$ cat config.mk
export PLATFORM = sky130hd
export DESIGN_NAME = ahs_homing
export DESIGN_NICKNAME = d
export VERILOG_FILES = /design/src/inc/ahs_pkg.sv /design/src/logic/ahs_evt_sync.sv /design/src/logic/ahs_homing.sv /design/src/logic/ahs_trap.sv
export SDC_FILE = /design/constraint.sdc
export NUM_CORES = 2
export LEC_CHECK = 0
export BUFFER_PORTS_ARGS = -buffer_cell sky130_fd_sc_hd__buf_2
export CORE_MARGIN = 2
export CORE_UTILIZATION = 25
export DETAILED_ROUTE_END_ITERATION = 16
export PLACE_DENSITY_LB_ADDON = 0.12
export SETUP_SLACK_MARGIN = 0.4
export SYNTH_ARGS = -nofsm -noshare
export SYNTH_HDL_FRONTEND = slang
export SYNTH_SLANG_ARGS = --single-unit
$ cat constraint.sdc
create_clock -name MCLK -period 16.95 [get_ports MCLK]
set_input_delay 3.39 -clock MCLK [delete_from_list [all_inputs] [get_ports MCLK]]
set_output_delay 3.39 -clock MCLK [all_outputs]
set_load 0.05 [all_outputs]
$ cat src/inc/ahs_pkg.sv
package ahs_pkg;
   // Register byte offsets
   localparam logic [7:0] OFS_CTRL = 8'h00;
   localparam logic [7:0] OFS_CFG = 8'h04;
   localparam logic [7:0] OFS_HPOS = 8'h08;
   localparam logic [7:0] OFS_HOFS = 8'h0c;
   localparam logic [7:0] OFS_SPEED = 8'h10;
   localparam logic [7:0] OFS_ACCEL = 8'h14;
   localparam logic [7:0] OFS_REV = 8'h18;
   localparam logic [7:0] OFS_STAT = 8'h1c;
   localparam logic [7:0] OFS_POS = 8'h20;

   // Control fields (write one to act)
   localparam int CTRL_START = 0;
   localparam int CTRL_SERVO_OFF = 1;

   // Configuration fields
   localparam int CFG_ACTIVE = 0;
   localparam int CFG_SEQ = 1;
   localparam int CFG_DIR = 3;
   localparam int CFG_NC = 4;
   localparam int CFG_UNI = 5;
   localparam int CFG_ROT = 6;
   localparam int CFG_ABS = 7;
   localparam int CFG_W = 8;

   // Status fields
   localparam int ST_BUSY = 0;
   localparam int ST_SERVO = 1;
   localparam int ST_HOMED = 2;
   localparam int ST_PC = 3;
   localparam int ST_ABSREF = 4;
   localparam int ST_SHORT = 5;
   localparam int ST_STATE = 8;

   // Reset values
   localparam logic [CFG_W-1:0] CFG_RST = 8'h01;
   localparam logic [31:0] HPOS_RST = 32'h0000_0000;
   localparam logic [31:0] HOFS_RST = 32'h0000_0000;
   localparam logic [15:0] SPEED_RST = 16'h0010;
   localparam logic [15:0] ACCEL_RST = 16'h0001;
   localparam logic [31:0] REV_RST = 32'h0000_1000;

   // Profile update period
   localparam int CLK_NS = 10;
   localparam int TICK_NS = 1000;
   localparam int TICK_CYC = TICK_NS / CLK_NS;

   typedef enum logic [1:0] {
      SEQ_IMM = 2'h0,
      SEQ_SW = 2'h1,
      SEQ_MRK = 2'h2,
      SEQ_SWMRK = 2'h3
   } ahs_seq_e;

   typedef enum logic [3:0] {
      S_IDLE = 4'h0,
      S_START = 4'h1,
      S_JOG = 4'h3,
      S_JMRK = 4'h2,
      S_PLAN = 4'h6,
      S_REV = 4'h7,
      S_MOVE = 4'h5,
      S_BRAKE = 4'h4,
      S_PWAIT = 4'hc,
      S_PMRK = 4'hd
   } ahs_state_e;
endpackage

$ cat src/logic/ahs_evt_sync.sv
`timescale 1ns/1ps
module ahs_evt_sync import ahs_pkg::*; #(
   parameter int N = 2
) (
   // Clock and reset
   input wire logic clk,
   input wire logic rst,
   input wire logic ce,
   // Pins and polarity
   input wire logic [N-1:0] pin,
   input wire logic [N-1:0] invert,
   // Events
   output logic [N-1:0] evt,
   output logic [N-1:0] lvl
);
   initial begin
      if (N < 1) $error("ahs_evt_sync: N must be at least 1");
   end

   genvar i;
   generate
      for (i = 0; i < N; i++) begin : g_ch
         logic s1_ff, s2_ff, s3_ff, evt_ff;
         always_ff @(posedge clk or posedge rst) begin
            if (rst) begin
               s1_ff <= 1'b0;
               s2_ff <= 1'b0;
               s3_ff <= 1'b0;
               evt_ff <= 1'b0;
            end else if (ce) begin
               s1_ff <= pin[i];
               s2_ff <= s1_ff;
               s3_ff <= s2_ff ^ invert[i];
               evt_ff <= (s2_ff ^ invert[i]) & ~s3_ff;
            end
         end
         assign evt[i] = evt_ff;
         assign lvl[i] = s3_ff;
      end
   endgenerate
endmodule // ahs_evt_sync

$ cat src/logic/ahs_homing.sv
`timescale 1ns/1ps
//Contract
//- Accept mode, sequence, home position, offset, direction and speed.
//- A config bit picks normally open or normally closed home switch.
//- With absolute feedback every completed homing sets absolute reference.
//- Active request enables servo, cancels motion, clears motion status.
//- Active homing motion follows a trapezoidal velocity profile.
//- Sequences immediate, switch, marker, switch-marker; non-immediate jog toward event.
//- After home event, redefine position then move to home position.
//- Unidirectional homing never reverses travel on the move to home.
//- Non-rotary unidirectional short offset: decelerate to stop, no process complete.
//- Rotary short offset: add whole revolutions to keep move unidirectional.
//- Rotary short offset: target unwind zero from the home event.
//- Passive redefines position at next marker or switch, commands no motion.
//- Closed-loop passive uses immediate: position set to home, no motion.
//- Switch-then-marker keeps homing speed from switch until marker.
//- Completion sets the axis-homed status bit.
module ahs_homing import ahs_pkg::*; (
   // Clock and reset
   input wire logic MCLK,
   input wire logic RST,
   input wire logic CE,
   // APB slave
   input wire logic PSEL,
   input wire logic PENABLE,
   input wire logic PWRITE,
   input wire logic [7:0] PADDR,
   input wire logic [31:0] PWDATA,
   output logic [31:0] PRDATA,
   output logic PREADY,
   output logic PSLVERR,
   // Sensor pins
   input wire logic MARKER,
   input wire logic HOME_SW,
   // Axis feedback
   input wire logic signed [31:0] ACT_POS,
   // Axis control
   output logic SERVO_EN,
   output logic MOTION_CANCEL,
   output logic signed [31:0] CMD_VEL,
   output logic POS_LOAD,
   output logic signed [31:0] POS_LOAD_VAL,
   output logic ABS_REF_SET,
   // Status
   output logic HOME_DONE,
   output logic HOMED,
   output logic PROC_COMPLETE,
   output logic BUSY
);
   ahs_state_e state_ff, nxt_state;

   logic [CFG_W-1:0] cfg_ff;
   logic signed [31:0] hpos_ff, hofs_ff, rev_ff;
   logic [15:0] speed_ff, accel_ff;
   logic hold_ff;
   logic [31:0] prdata_ff, rd_mux;
   logic rd_hit, wr_en;

   logic servo_ff, cancel_ff, load_ff, absset_ff, done_ff;
   logic homed_ff, pc_ff, absref_ff, short_ff;
   logic signed [31:0] load_val_ff, tgt_ff, dist_ff;
   logic signed [31:0] cmd_vel_ff;
   logic mdir_ff;
   logic [$clog2(TICK_CYC)-1:0] tick_cnt_ff;
   logic tick;

   logic start, servo_off;
   logic active, dir, uni, rot;
   ahs_seq_e seq;
   logic sw_evt, mk_evt;
   logic [1:0] evt, lvl;
   logic home_evt, sw_first;
   logic signed [31:0] ofs_dir, rem, evt_pos;
   logic [15:0] vel;
   logic braking, run, move;
   logic [48:0] need_dist;
   logic [31:0] vsq;
   logic short_now, finish, finish_short;

   assign active = cfg_ff[CFG_ACTIVE];
   assign seq = ahs_seq_e'(cfg_ff[CFG_SEQ +: 2]);
   assign dir = cfg_ff[CFG_DIR];
   assign uni = cfg_ff[CFG_UNI];
   assign rot = cfg_ff[CFG_ROT];

   // APB: always ready one cycle after setup, unless frozen
   assign PREADY = PSEL & PENABLE & hold_ff & CE;
   assign wr_en = PREADY & PWRITE & rd_hit;
   assign PSLVERR = PREADY & ~rd_hit;
   assign PRDATA = prdata_ff;
   assign start = wr_en & (PADDR == OFS_CTRL) & PWDATA[CTRL_START];
   assign servo_off = wr_en & (PADDR == OFS_CTRL) & PWDATA[CTRL_SERVO_OFF];

   always_comb begin
      rd_hit = 1'b1;
      rd_mux = 32'h0000_0000;
      case (PADDR)
         OFS_CTRL: rd_mux = 32'h0000_0000;
         OFS_CFG: rd_mux[CFG_W-1:0] = cfg_ff;
         OFS_HPOS: rd_mux = hpos_ff;
         OFS_HOFS: rd_mux = hofs_ff;
         OFS_SPEED: rd_mux[15:0] = speed_ff;
         OFS_ACCEL: rd_mux[15:0] = accel_ff;
         OFS_REV: rd_mux = rev_ff;
         OFS_STAT: begin
            rd_mux[ST_BUSY] = BUSY;
            rd_mux[ST_SERVO] = servo_ff;
            rd_mux[ST_HOMED] = homed_ff;
            rd_mux[ST_PC] = pc_ff;
            rd_mux[ST_ABSREF] = absref_ff;
            rd_mux[ST_SHORT] = short_ff;
            rd_mux[ST_STATE +: 4] = state_ff;
         end
         OFS_POS: rd_mux = ACT_POS;
         default: rd_hit = 1'b0;
      endcase
   end

   always_ff @(posedge MCLK or posedge RST) begin
      if (RST) begin
         hold_ff <= 1'b0;
         prdata_ff <= 32'h0000_0000;
      end else if (CE) begin
         hold_ff <= PSEL & ~PREADY;
         if (PSEL && !PREADY) begin
            prdata_ff <= rd_mux;
         end
      end
   end

   // Configuration is held while a sequence runs to keep it coherent
   always_ff @(posedge MCLK or posedge RST) begin
      if (RST) begin
         cfg_ff <= CFG_RST;
         hpos_ff <= HPOS_RST;
         hofs_ff <= HOFS_RST;
         speed_ff <= SPEED_RST;
         accel_ff <= ACCEL_RST;
         rev_ff <= REV_RST;
      end else if (CE && wr_en && state_ff == S_IDLE) begin
         case (PADDR)
            OFS_CFG: cfg_ff <= PWDATA[CFG_W-1:0];
            OFS_HPOS: hpos_ff <= PWDATA;
            OFS_HOFS: hofs_ff <= PWDATA;
            OFS_SPEED: speed_ff <= PWDATA[15:0];
            OFS_ACCEL: accel_ff <= PWDATA[15:0];
            OFS_REV: rev_ff <= PWDATA;
            default: ;
         endcase
      end
   end

   ahs_evt_sync #(.N(2)) u_sync (
      .clk(MCLK),
      .rst(RST),
      .ce(CE),
      .pin({HOME_SW, MARKER}),
      .invert({cfg_ff[CFG_NC], 1'b0}),
      .evt(evt),
      .lvl(lvl)
   );
   assign mk_evt = evt[0];
   assign sw_evt = evt[1];

   assign home_evt = (seq == SEQ_SW) ? sw_evt : mk_evt;
   assign sw_first = (seq == SEQ_SWMRK) & sw_evt;

   always_ff @(posedge MCLK or posedge RST) begin
      if (RST) begin
         tick_cnt_ff <= '0;
      end else if (CE) begin
         if (tick) begin
            tick_cnt_ff <= '0;
         end else begin
            tick_cnt_ff <= tick_cnt_ff + 1'b1;
         end
      end
   end
   assign tick = (tick_cnt_ff == ($clog2(TICK_CYC))'(TICK_CYC - 1));

   // Offset measured along the home direction
   assign ofs_dir = dir ? -hofs_ff : hofs_ff;
   assign evt_pos = hpos_ff - hofs_ff;
   assign rem = mdir_ff ? ACT_POS - tgt_ff : tgt_ff - ACT_POS;
   assign vsq = vel * vel;
   assign need_dist = {accel_ff, 1'b0} * $unsigned(dist_ff);
   assign short_now = uni & (dist_ff < 32'sd0 | need_dist < {17'h0_0000, vsq});

   assign run = state_ff == S_JOG || state_ff == S_JMRK || state_ff == S_PLAN
      || state_ff == S_REV || state_ff == S_MOVE;
   assign move = state_ff == S_MOVE;

   ahs_trap u_trap (
      .clk(MCLK),
      .rst(RST),
      .ce(CE),
      .tick(tick),
      .run(run),
      .move(move),
      .vmax(speed_ff),
      .accel(accel_ff),
      .rem(move ? rem : 32'sd0),
      .vel(vel),
      .braking(braking)
   );

   assign finish = (state_ff == S_MOVE && vel == 16'h0000 && rem <= 32'sd0)
      || ((state_ff == S_START || state_ff == S_IDLE) && nxt_state == S_IDLE
         && load_ff == 1'b0 && start_ok())
      || ((state_ff == S_PWAIT || state_ff == S_PMRK) && nxt_state == S_IDLE);
   assign finish_short = state_ff == S_BRAKE && vel == 16'h0000 && short_ff;

   function automatic logic start_ok();
      start_ok = (state_ff == S_IDLE) ? (start & ~active & seq == SEQ_IMM)
         : (seq == SEQ_IMM);
   endfunction

   always_comb begin
      nxt_state = state_ff;
      case (state_ff)
         S_IDLE: begin
            if (start) begin
               if (active) begin
                  nxt_state = S_START;
               end else if (seq != SEQ_IMM) begin
                  nxt_state = S_PWAIT;
               end
            end
         end
         S_START: nxt_state = (seq == SEQ_IMM) ? S_IDLE : S_JOG;
         S_JOG: begin
            if (sw_first) begin
               nxt_state = S_JMRK;
            end else if (seq != SEQ_SWMRK && home_evt) begin
               nxt_state = S_PLAN;
            end
         end
         S_JMRK: if (mk_evt) nxt_state = S_PLAN;
         S_PLAN: begin
            if (!uni && dist_ff < 32'sd0) begin
               nxt_state = S_BRAKE;
            end else if (!short_now) begin
               nxt_state = S_MOVE;
            end else if (rot) begin
               nxt_state = S_REV;
            end else begin
               nxt_state = S_BRAKE;
            end
         end
         S_REV: if (!short_now) nxt_state = S_MOVE;
         S_MOVE: if (vel == 16'h0000 && rem <= 32'sd0) nxt_state = S_IDLE;
         S_BRAKE: begin
            if (vel == 16'h0000) nxt_state = short_ff ? S_IDLE : S_MOVE;
         end
         S_PWAIT: begin
            if (sw_first) begin
               nxt_state = S_PMRK;
            end else if (seq != SEQ_SWMRK && home_evt) begin
               nxt_state = S_IDLE;
            end
         end
         S_PMRK: if (mk_evt) nxt_state = S_IDLE;
         default: nxt_state = S_IDLE;
      endcase
   end

   always_ff @(posedge MCLK or posedge RST) begin
      if (RST) begin
         state_ff <= S_IDLE;
      end else if (CE) begin
         state_ff <= nxt_state;
      end
   end

   always_ff @(posedge MCLK or posedge RST) begin
      if (RST) begin
         servo_ff <= 1'b0;
         cancel_ff <= 1'b0;
      end else if (CE) begin
         cancel_ff <= start & active & state_ff == S_IDLE;
         if (start && active && state_ff == S_IDLE) begin
            servo_ff <= 1'b1;
         end else if (servo_off && state_ff == S_IDLE) begin
            servo_ff <= 1'b0;
         end
      end
   end

   // Position redefinition
   always_ff @(posedge MCLK or posedge RST) begin
      if (RST) begin
         load_ff <= 1'b0;
         load_val_ff <= 32'sd0;
      end else if (CE) begin
         load_ff <= 1'b0;
         if ((state_ff == S_IDLE && start && !active && seq == SEQ_IMM)
            || (state_ff == S_START && seq == SEQ_IMM)) begin
            load_ff <= 1'b1;
            load_val_ff <= hpos_ff;
         end else if ((state_ff == S_JOG && seq != SEQ_SWMRK && home_evt)
            || (state_ff == S_JMRK && mk_evt)) begin
            load_ff <= 1'b1;
            load_val_ff <= evt_pos;
         end else if ((state_ff == S_PWAIT && seq != SEQ_SWMRK && home_evt)
            || (state_ff == S_PMRK && mk_evt)) begin
            load_ff <= 1'b1;
            load_val_ff <= evt_pos;
         end
      end
   end

   // Move planning
   always_ff @(posedge MCLK or posedge RST) begin
      if (RST) begin
         dist_ff <= 32'sd0;
         tgt_ff <= 32'sd0;
         mdir_ff <= 1'b0;
         short_ff <= 1'b0;
      end else if (CE) begin
         if (state_ff == S_START) begin
            mdir_ff <= dir;
            short_ff <= 1'b0;
         end
         if (nxt_state == S_PLAN && state_ff != S_PLAN) begin
            dist_ff <= ofs_dir;
         end
         if (state_ff == S_REV && short_now) begin
            dist_ff <= dist_ff + rev_ff;
         end
         if (state_ff == S_PLAN) begin
            if (rot && uni && short_now) begin
               tgt_ff <= load_val_ff;
            end else begin
               tgt_ff <= hpos_ff;
            end
            short_ff <= uni & short_now & ~rot;
         end
         if (state_ff == S_REV && !short_now) begin
            tgt_ff <= dir ? tgt_ff - dist_ff : tgt_ff + dist_ff;
         end
         if (state_ff == S_BRAKE && vel == 16'h0000 && !short_ff) begin
            mdir_ff <= ~dir;
         end
      end
   end

   // Signed velocity command
   always_ff @(posedge MCLK or posedge RST) begin
      if (RST) begin
         cmd_vel_ff <= 32'sd0;
      end else if (CE) begin
         cmd_vel_ff <= mdir_ff ? -$signed({16'h0000, vel}) : $signed({16'h0000, vel});
      end
   end

   // Completion status; a start clears, completion sets
   always_ff @(posedge MCLK or posedge RST) begin
      if (RST) begin
         done_ff <= 1'b0;
         absset_ff <= 1'b0;
         homed_ff <= 1'b0;
         pc_ff <= 1'b0;
         absref_ff <= 1'b0;
      end else if (CE) begin
         done_ff <= finish;
         absset_ff <= finish & cfg_ff[CFG_ABS];
         if (finish) begin
            homed_ff <= 1'b1;
            pc_ff <= 1'b1;
            if (cfg_ff[CFG_ABS]) absref_ff <= 1'b1;
         end else if (start && state_ff == S_IDLE) begin
            homed_ff <= 1'b0;
            pc_ff <= 1'b0;
            absref_ff <= 1'b0;
         end
      end
   end

   assign SERVO_EN = servo_ff;
   assign MOTION_CANCEL = cancel_ff;
   assign CMD_VEL = cmd_vel_ff;
   assign POS_LOAD = load_ff;
   assign POS_LOAD_VAL = load_val_ff;
   assign ABS_REF_SET = absset_ff;
   assign HOME_DONE = done_ff;
   assign HOMED = homed_ff;
   assign PROC_COMPLETE = pc_ff;
   assign BUSY = state_ff != S_IDLE;
   // Short stop ends silently in idle with the short flag set
   logic unused_ok;
   assign unused_ok = finish_short & braking & lvl[0] & lvl[1];
endmodule // ahs_homing

$ cat src/logic/ahs_trap.sv
`timescale 1ns/1ps
module ahs_trap import ahs_pkg::*; (
   // Clock and reset
   input wire logic clk,
   input wire logic rst,
   input wire logic ce,
   // Control
   input wire logic tick,
   input wire logic run,
   input wire logic move,
   input wire logic [15:0] vmax,
   input wire logic [15:0] accel,
   input wire logic signed [31:0] rem,
   // Profile
   output logic [15:0] vel,
   output logic braking
);
   logic [15:0] vel_ff;
   logic [31:0] vsq;
   logic [48:0] need;

   assign vsq = vel_ff * vel_ff;
   assign need = {accel, 1'b0} * $unsigned(rem);
   // Stop distance v^2/2a reached: start ramping down
   assign braking = move & (rem <= 32'sd0 | need <= {17'h0_0000, vsq});
   assign vel = vel_ff;

   always_ff @(posedge clk or posedge rst) begin
      if (rst) begin
         vel_ff <= 16'h0000;
      end else if (ce && tick) begin
         if (!run || braking || vel_ff > vmax) begin
            vel_ff <= (vel_ff > accel) ? vel_ff - accel : 16'h0000;
         end else if (vmax - vel_ff > accel) begin
            vel_ff <= vel_ff + accel;
         end else begin
            vel_ff <= vmax;
         end
      end
   end
endmodule // ahs_trap

==> results.md <==
- Status: finished, final reports clean
- Hold slack: approximately 480 ps
- Post-Place Cells: roughly 12k
- PD cells: roughly 190 nW/µm²
- Die Wd: roughly 530 µm
- Hold WC Path Type: register to register
- Synth warnings: 0
- Maximum clock rate: 0.0646 GHz
- Core Box Area: 271000 µm²
- Starting Density: 25.2%
- TritonCTS clock tree: built
- Clock Path Buffers: 3
- Data required, critical path: around 17000 ps
- Setup Fix Bufs, Post-CTS: 0
- Worst VDD drop: 0.217 mV
- Post-synthesis sequential area ratio: 12.5%
- Critical-path top delay cell: xor2_1
- Leak Pwr: between 30 and 40 nW
- Htree depth: 2
- Post-CTS sizing: 0
- Number of global-route vias before repair: roughly 60k
- Final Max Slew Viols: 0
- Area of the mapped netlist: about 70000 µm²
- TritonCTS Sinks: 340
- Share of post-route cells with drive strength above 1: between 8 and 9%
- Final setup vio count: 0
- Total global routing overflow: 0
- Initial drt markers: roughly 4.3k
- Design area: roughly 75000 µm²
- Synth cell types: 103
- Max-Slew Margin vs Limit: approximately a tenth
- WHS Path Cells: 1
- CTS Buf Count: 41
- P&R area growth vs syn: 9.86%
- CP Max Fanout: 12
- Worst r2r path cells: 36
- Area of the die: 277000 µm²
- Worst path most repeated cell: fa_1
- Final Hold Fails: 0
- Final ANT Viol Nets: 0
- Post-layout util: around 28%
- # hold bufs at CTS: 0
- DP Wirelength: between 200000 and 250000 µm
- 1st-pass router iterations: 6
- Via count: 57.6k
- Root buffer cell: clkbuf_16
- Skew final: 73.0 ps
- Worst r2r src: u_trap.vel[3]
- Seq cells post-synth: between 300 and 400
- Avg Cell Area, Syn: ~8.5 µm²
- Setup TNS: 0 ps
- RSZ-0062 raised after global routing: false
- Global-route wire length before repair: 429000 µm
- R2r setup slk: about 3400 ps
- Worst setup SP type: primary input
- Nets@finish: ~9.7k
- Clock Latency Late Sink: about 640 ps
- DRC errors left: 0
- Synth async-reset ratio: 100%
- Worst-path clk slew: ~80 ps
- Syn nets: 9755
- Max-cap violations: 0
- Worst R2R End: tgt_ff[0]
- Peak per-stage delay on the critical path: between 600 and 700 ps
- Chip Height: roughly 530 µm
- Crit path time final: between 15000 and 20000 ps
- Initial antenna violation count: 13
- Largest net degree at the start of global routing: approximately 140
- Cell Area, Placed: 73500 µm²
- Post-Syn Instances: between 8k and 9k
- Total Wirelength: roughly 290000 µm
- WL/cell: ~25 µm
- Final period util: 91.3%
- GPL Wtd Cong: slightly below 0.9
- CP arrival: 15950 ps
- Actual slew at the worst max-slew pin: 1340 ps
- PortBufs: roughly 190
- Critical Path Sink Type: register
- Overall routing resource usage: a little over a fifth
- # IOs: ~190
- Crit Path Category: primary input to register
- Most common cell after layout, fill and taps aside: inv_1
- Vias/cell: around 4.9
- Non-filler cells, final: between 10k and 15k
- Main synth FF type: dfrtp_1
- Most frequent cells in the layout: 1347 x inv_1, 1090 x nand2_1, 1008 x fa_1
- Hold path endpoint: u_sync.g_ch[0].evt_ff
- Core Rows: 191
- Hold wc startpoint: u_sync.g_ch[0].s3_ff
- Number of synthesized flops with an enable pin: 0
how the worst max path moves through the flow:
stage                          start       endpoint  slack, ps  depth (start not counted)
after floorplan           ACT_POS[3]  u_trap.vel[5]       3600                         48
after global placement    ACT_POS[3]  u_trap.vel[3]       1140                         44
after detailed placement  ACT_POS[3]  u_trap.vel[3]        920                         44
after CTS                 ACT_POS[3]  u_trap.vel[3]       1560                         42
after global routing      ACT_POS[3]  u_trap.vel[3]        770                         45
final                     ACT_POS[3]  u_trap.vel[3]       1480                         42
final cells by class:
| class | instances | area [µm²] |
|---|---|---|
| Antenna cell | 4 | 10.0 |
| Clock buffer | 53 | 1140 |
| Clock inverter | 23 | 300 |
| Fill cell | 29600 | 196000 |
| Inverter | 1369 | 5150 |
| Multi-Input combinational cell | 5918 | 53100 |
| Sequential cell | 340 | 8540 |
| Tap cell | 3570 | 4470 |
| Timing Repair Buffer | 357 | 2230 |
metal layers:
layer	routed length (µm)	global-route usage [%]	part of all wire, %	vias to the layer above
li1	-	-	-	26000
met1	135000	29.0	46	29900
met2	137000	35.2	47	1354
met3	11700	1.88	4.0	252
met4	7350	4.57	2.5	10
met5	62	0	0.021	-
Yosys cell counts, types with 79 or more instances:
master	number	area share (%)
a21o_1	114	1.3
a21oi_1	388	2.8
and2_1	172	1.6
and3_1	79	0.72
clkbuf_1	364	2.0
dfrtp_1	336	12
fa_1	1008	30
ha_1	625	11
inv_1	1352	7.4
mux2_2	152	2.5
nand2_1	1090	6.0
nor2_1	444	2.4
nor3_1	198	1.5
o21ai_0	335	2.5
xnor2_1	236	3.0
cell families (layout without fill, tap and decap cells):
logic type               after synthesis  in the layout  share of synthesized area [%]
AND/OR/NAND/NOR                     2364           2364                           15.8
buffers and inverters               1784           1802                           9.91
adder cells (fa/ha/maj)             1633           1633                           41.1
AO/OA/AOI/OAI                       1377           1377                           13.0
flip-flops                           340            340                           12.5
XOR/XNOR                             314            314                           4.03
multiplexers                         230            230                           3.70
other                                  0              4                              0
registers in the layout, summed over array words and instances, names as in the netlist, 2 cells and up:
name	flops
accel_ff	16
u_sync.g_ch.s3_ff	2
cfg_ff	8
rev_ff	32
hpos_ff	32
u_sync.g_ch.s2_ff	2
tgt_ff	32
speed_ff	16
u_sync.g_ch.evt_ff	2
u_trap.vel	16
u_sync.g_ch.s1_ff	2
tick_cnt_ff	7
CMD_VEL	31
PRDATA	32
dist_ff	32
POS_LOAD_VAL	32
hofs_ff	32
state_ff	4
metrics by stage:
step	worst slack (ps)	power [W]
floorplan	3600	0.00932
global placement	1140	0.0132
detailed placement	923	0.0132
CTS	1560	0.0142
global route	768	0.0158
finish	1480	0.0141
power by group:
group | switching, W | internal (W)
sequential | 0.000128 | 0.000894
clock | 0.000445 | 0.000547
combinational | 0.00764 | 0.00449
total | 0.00821 | 0.00593
critical path, delay by kind of cell:
family,cells,cell delay [ps]
compound gates,14,3970
xor+xnor,2,830
fa+ha+maj,9,4100
buf+inv,6,630
simple gates,11,2990
Note: power is estimated with default switching activity, not from simulation.
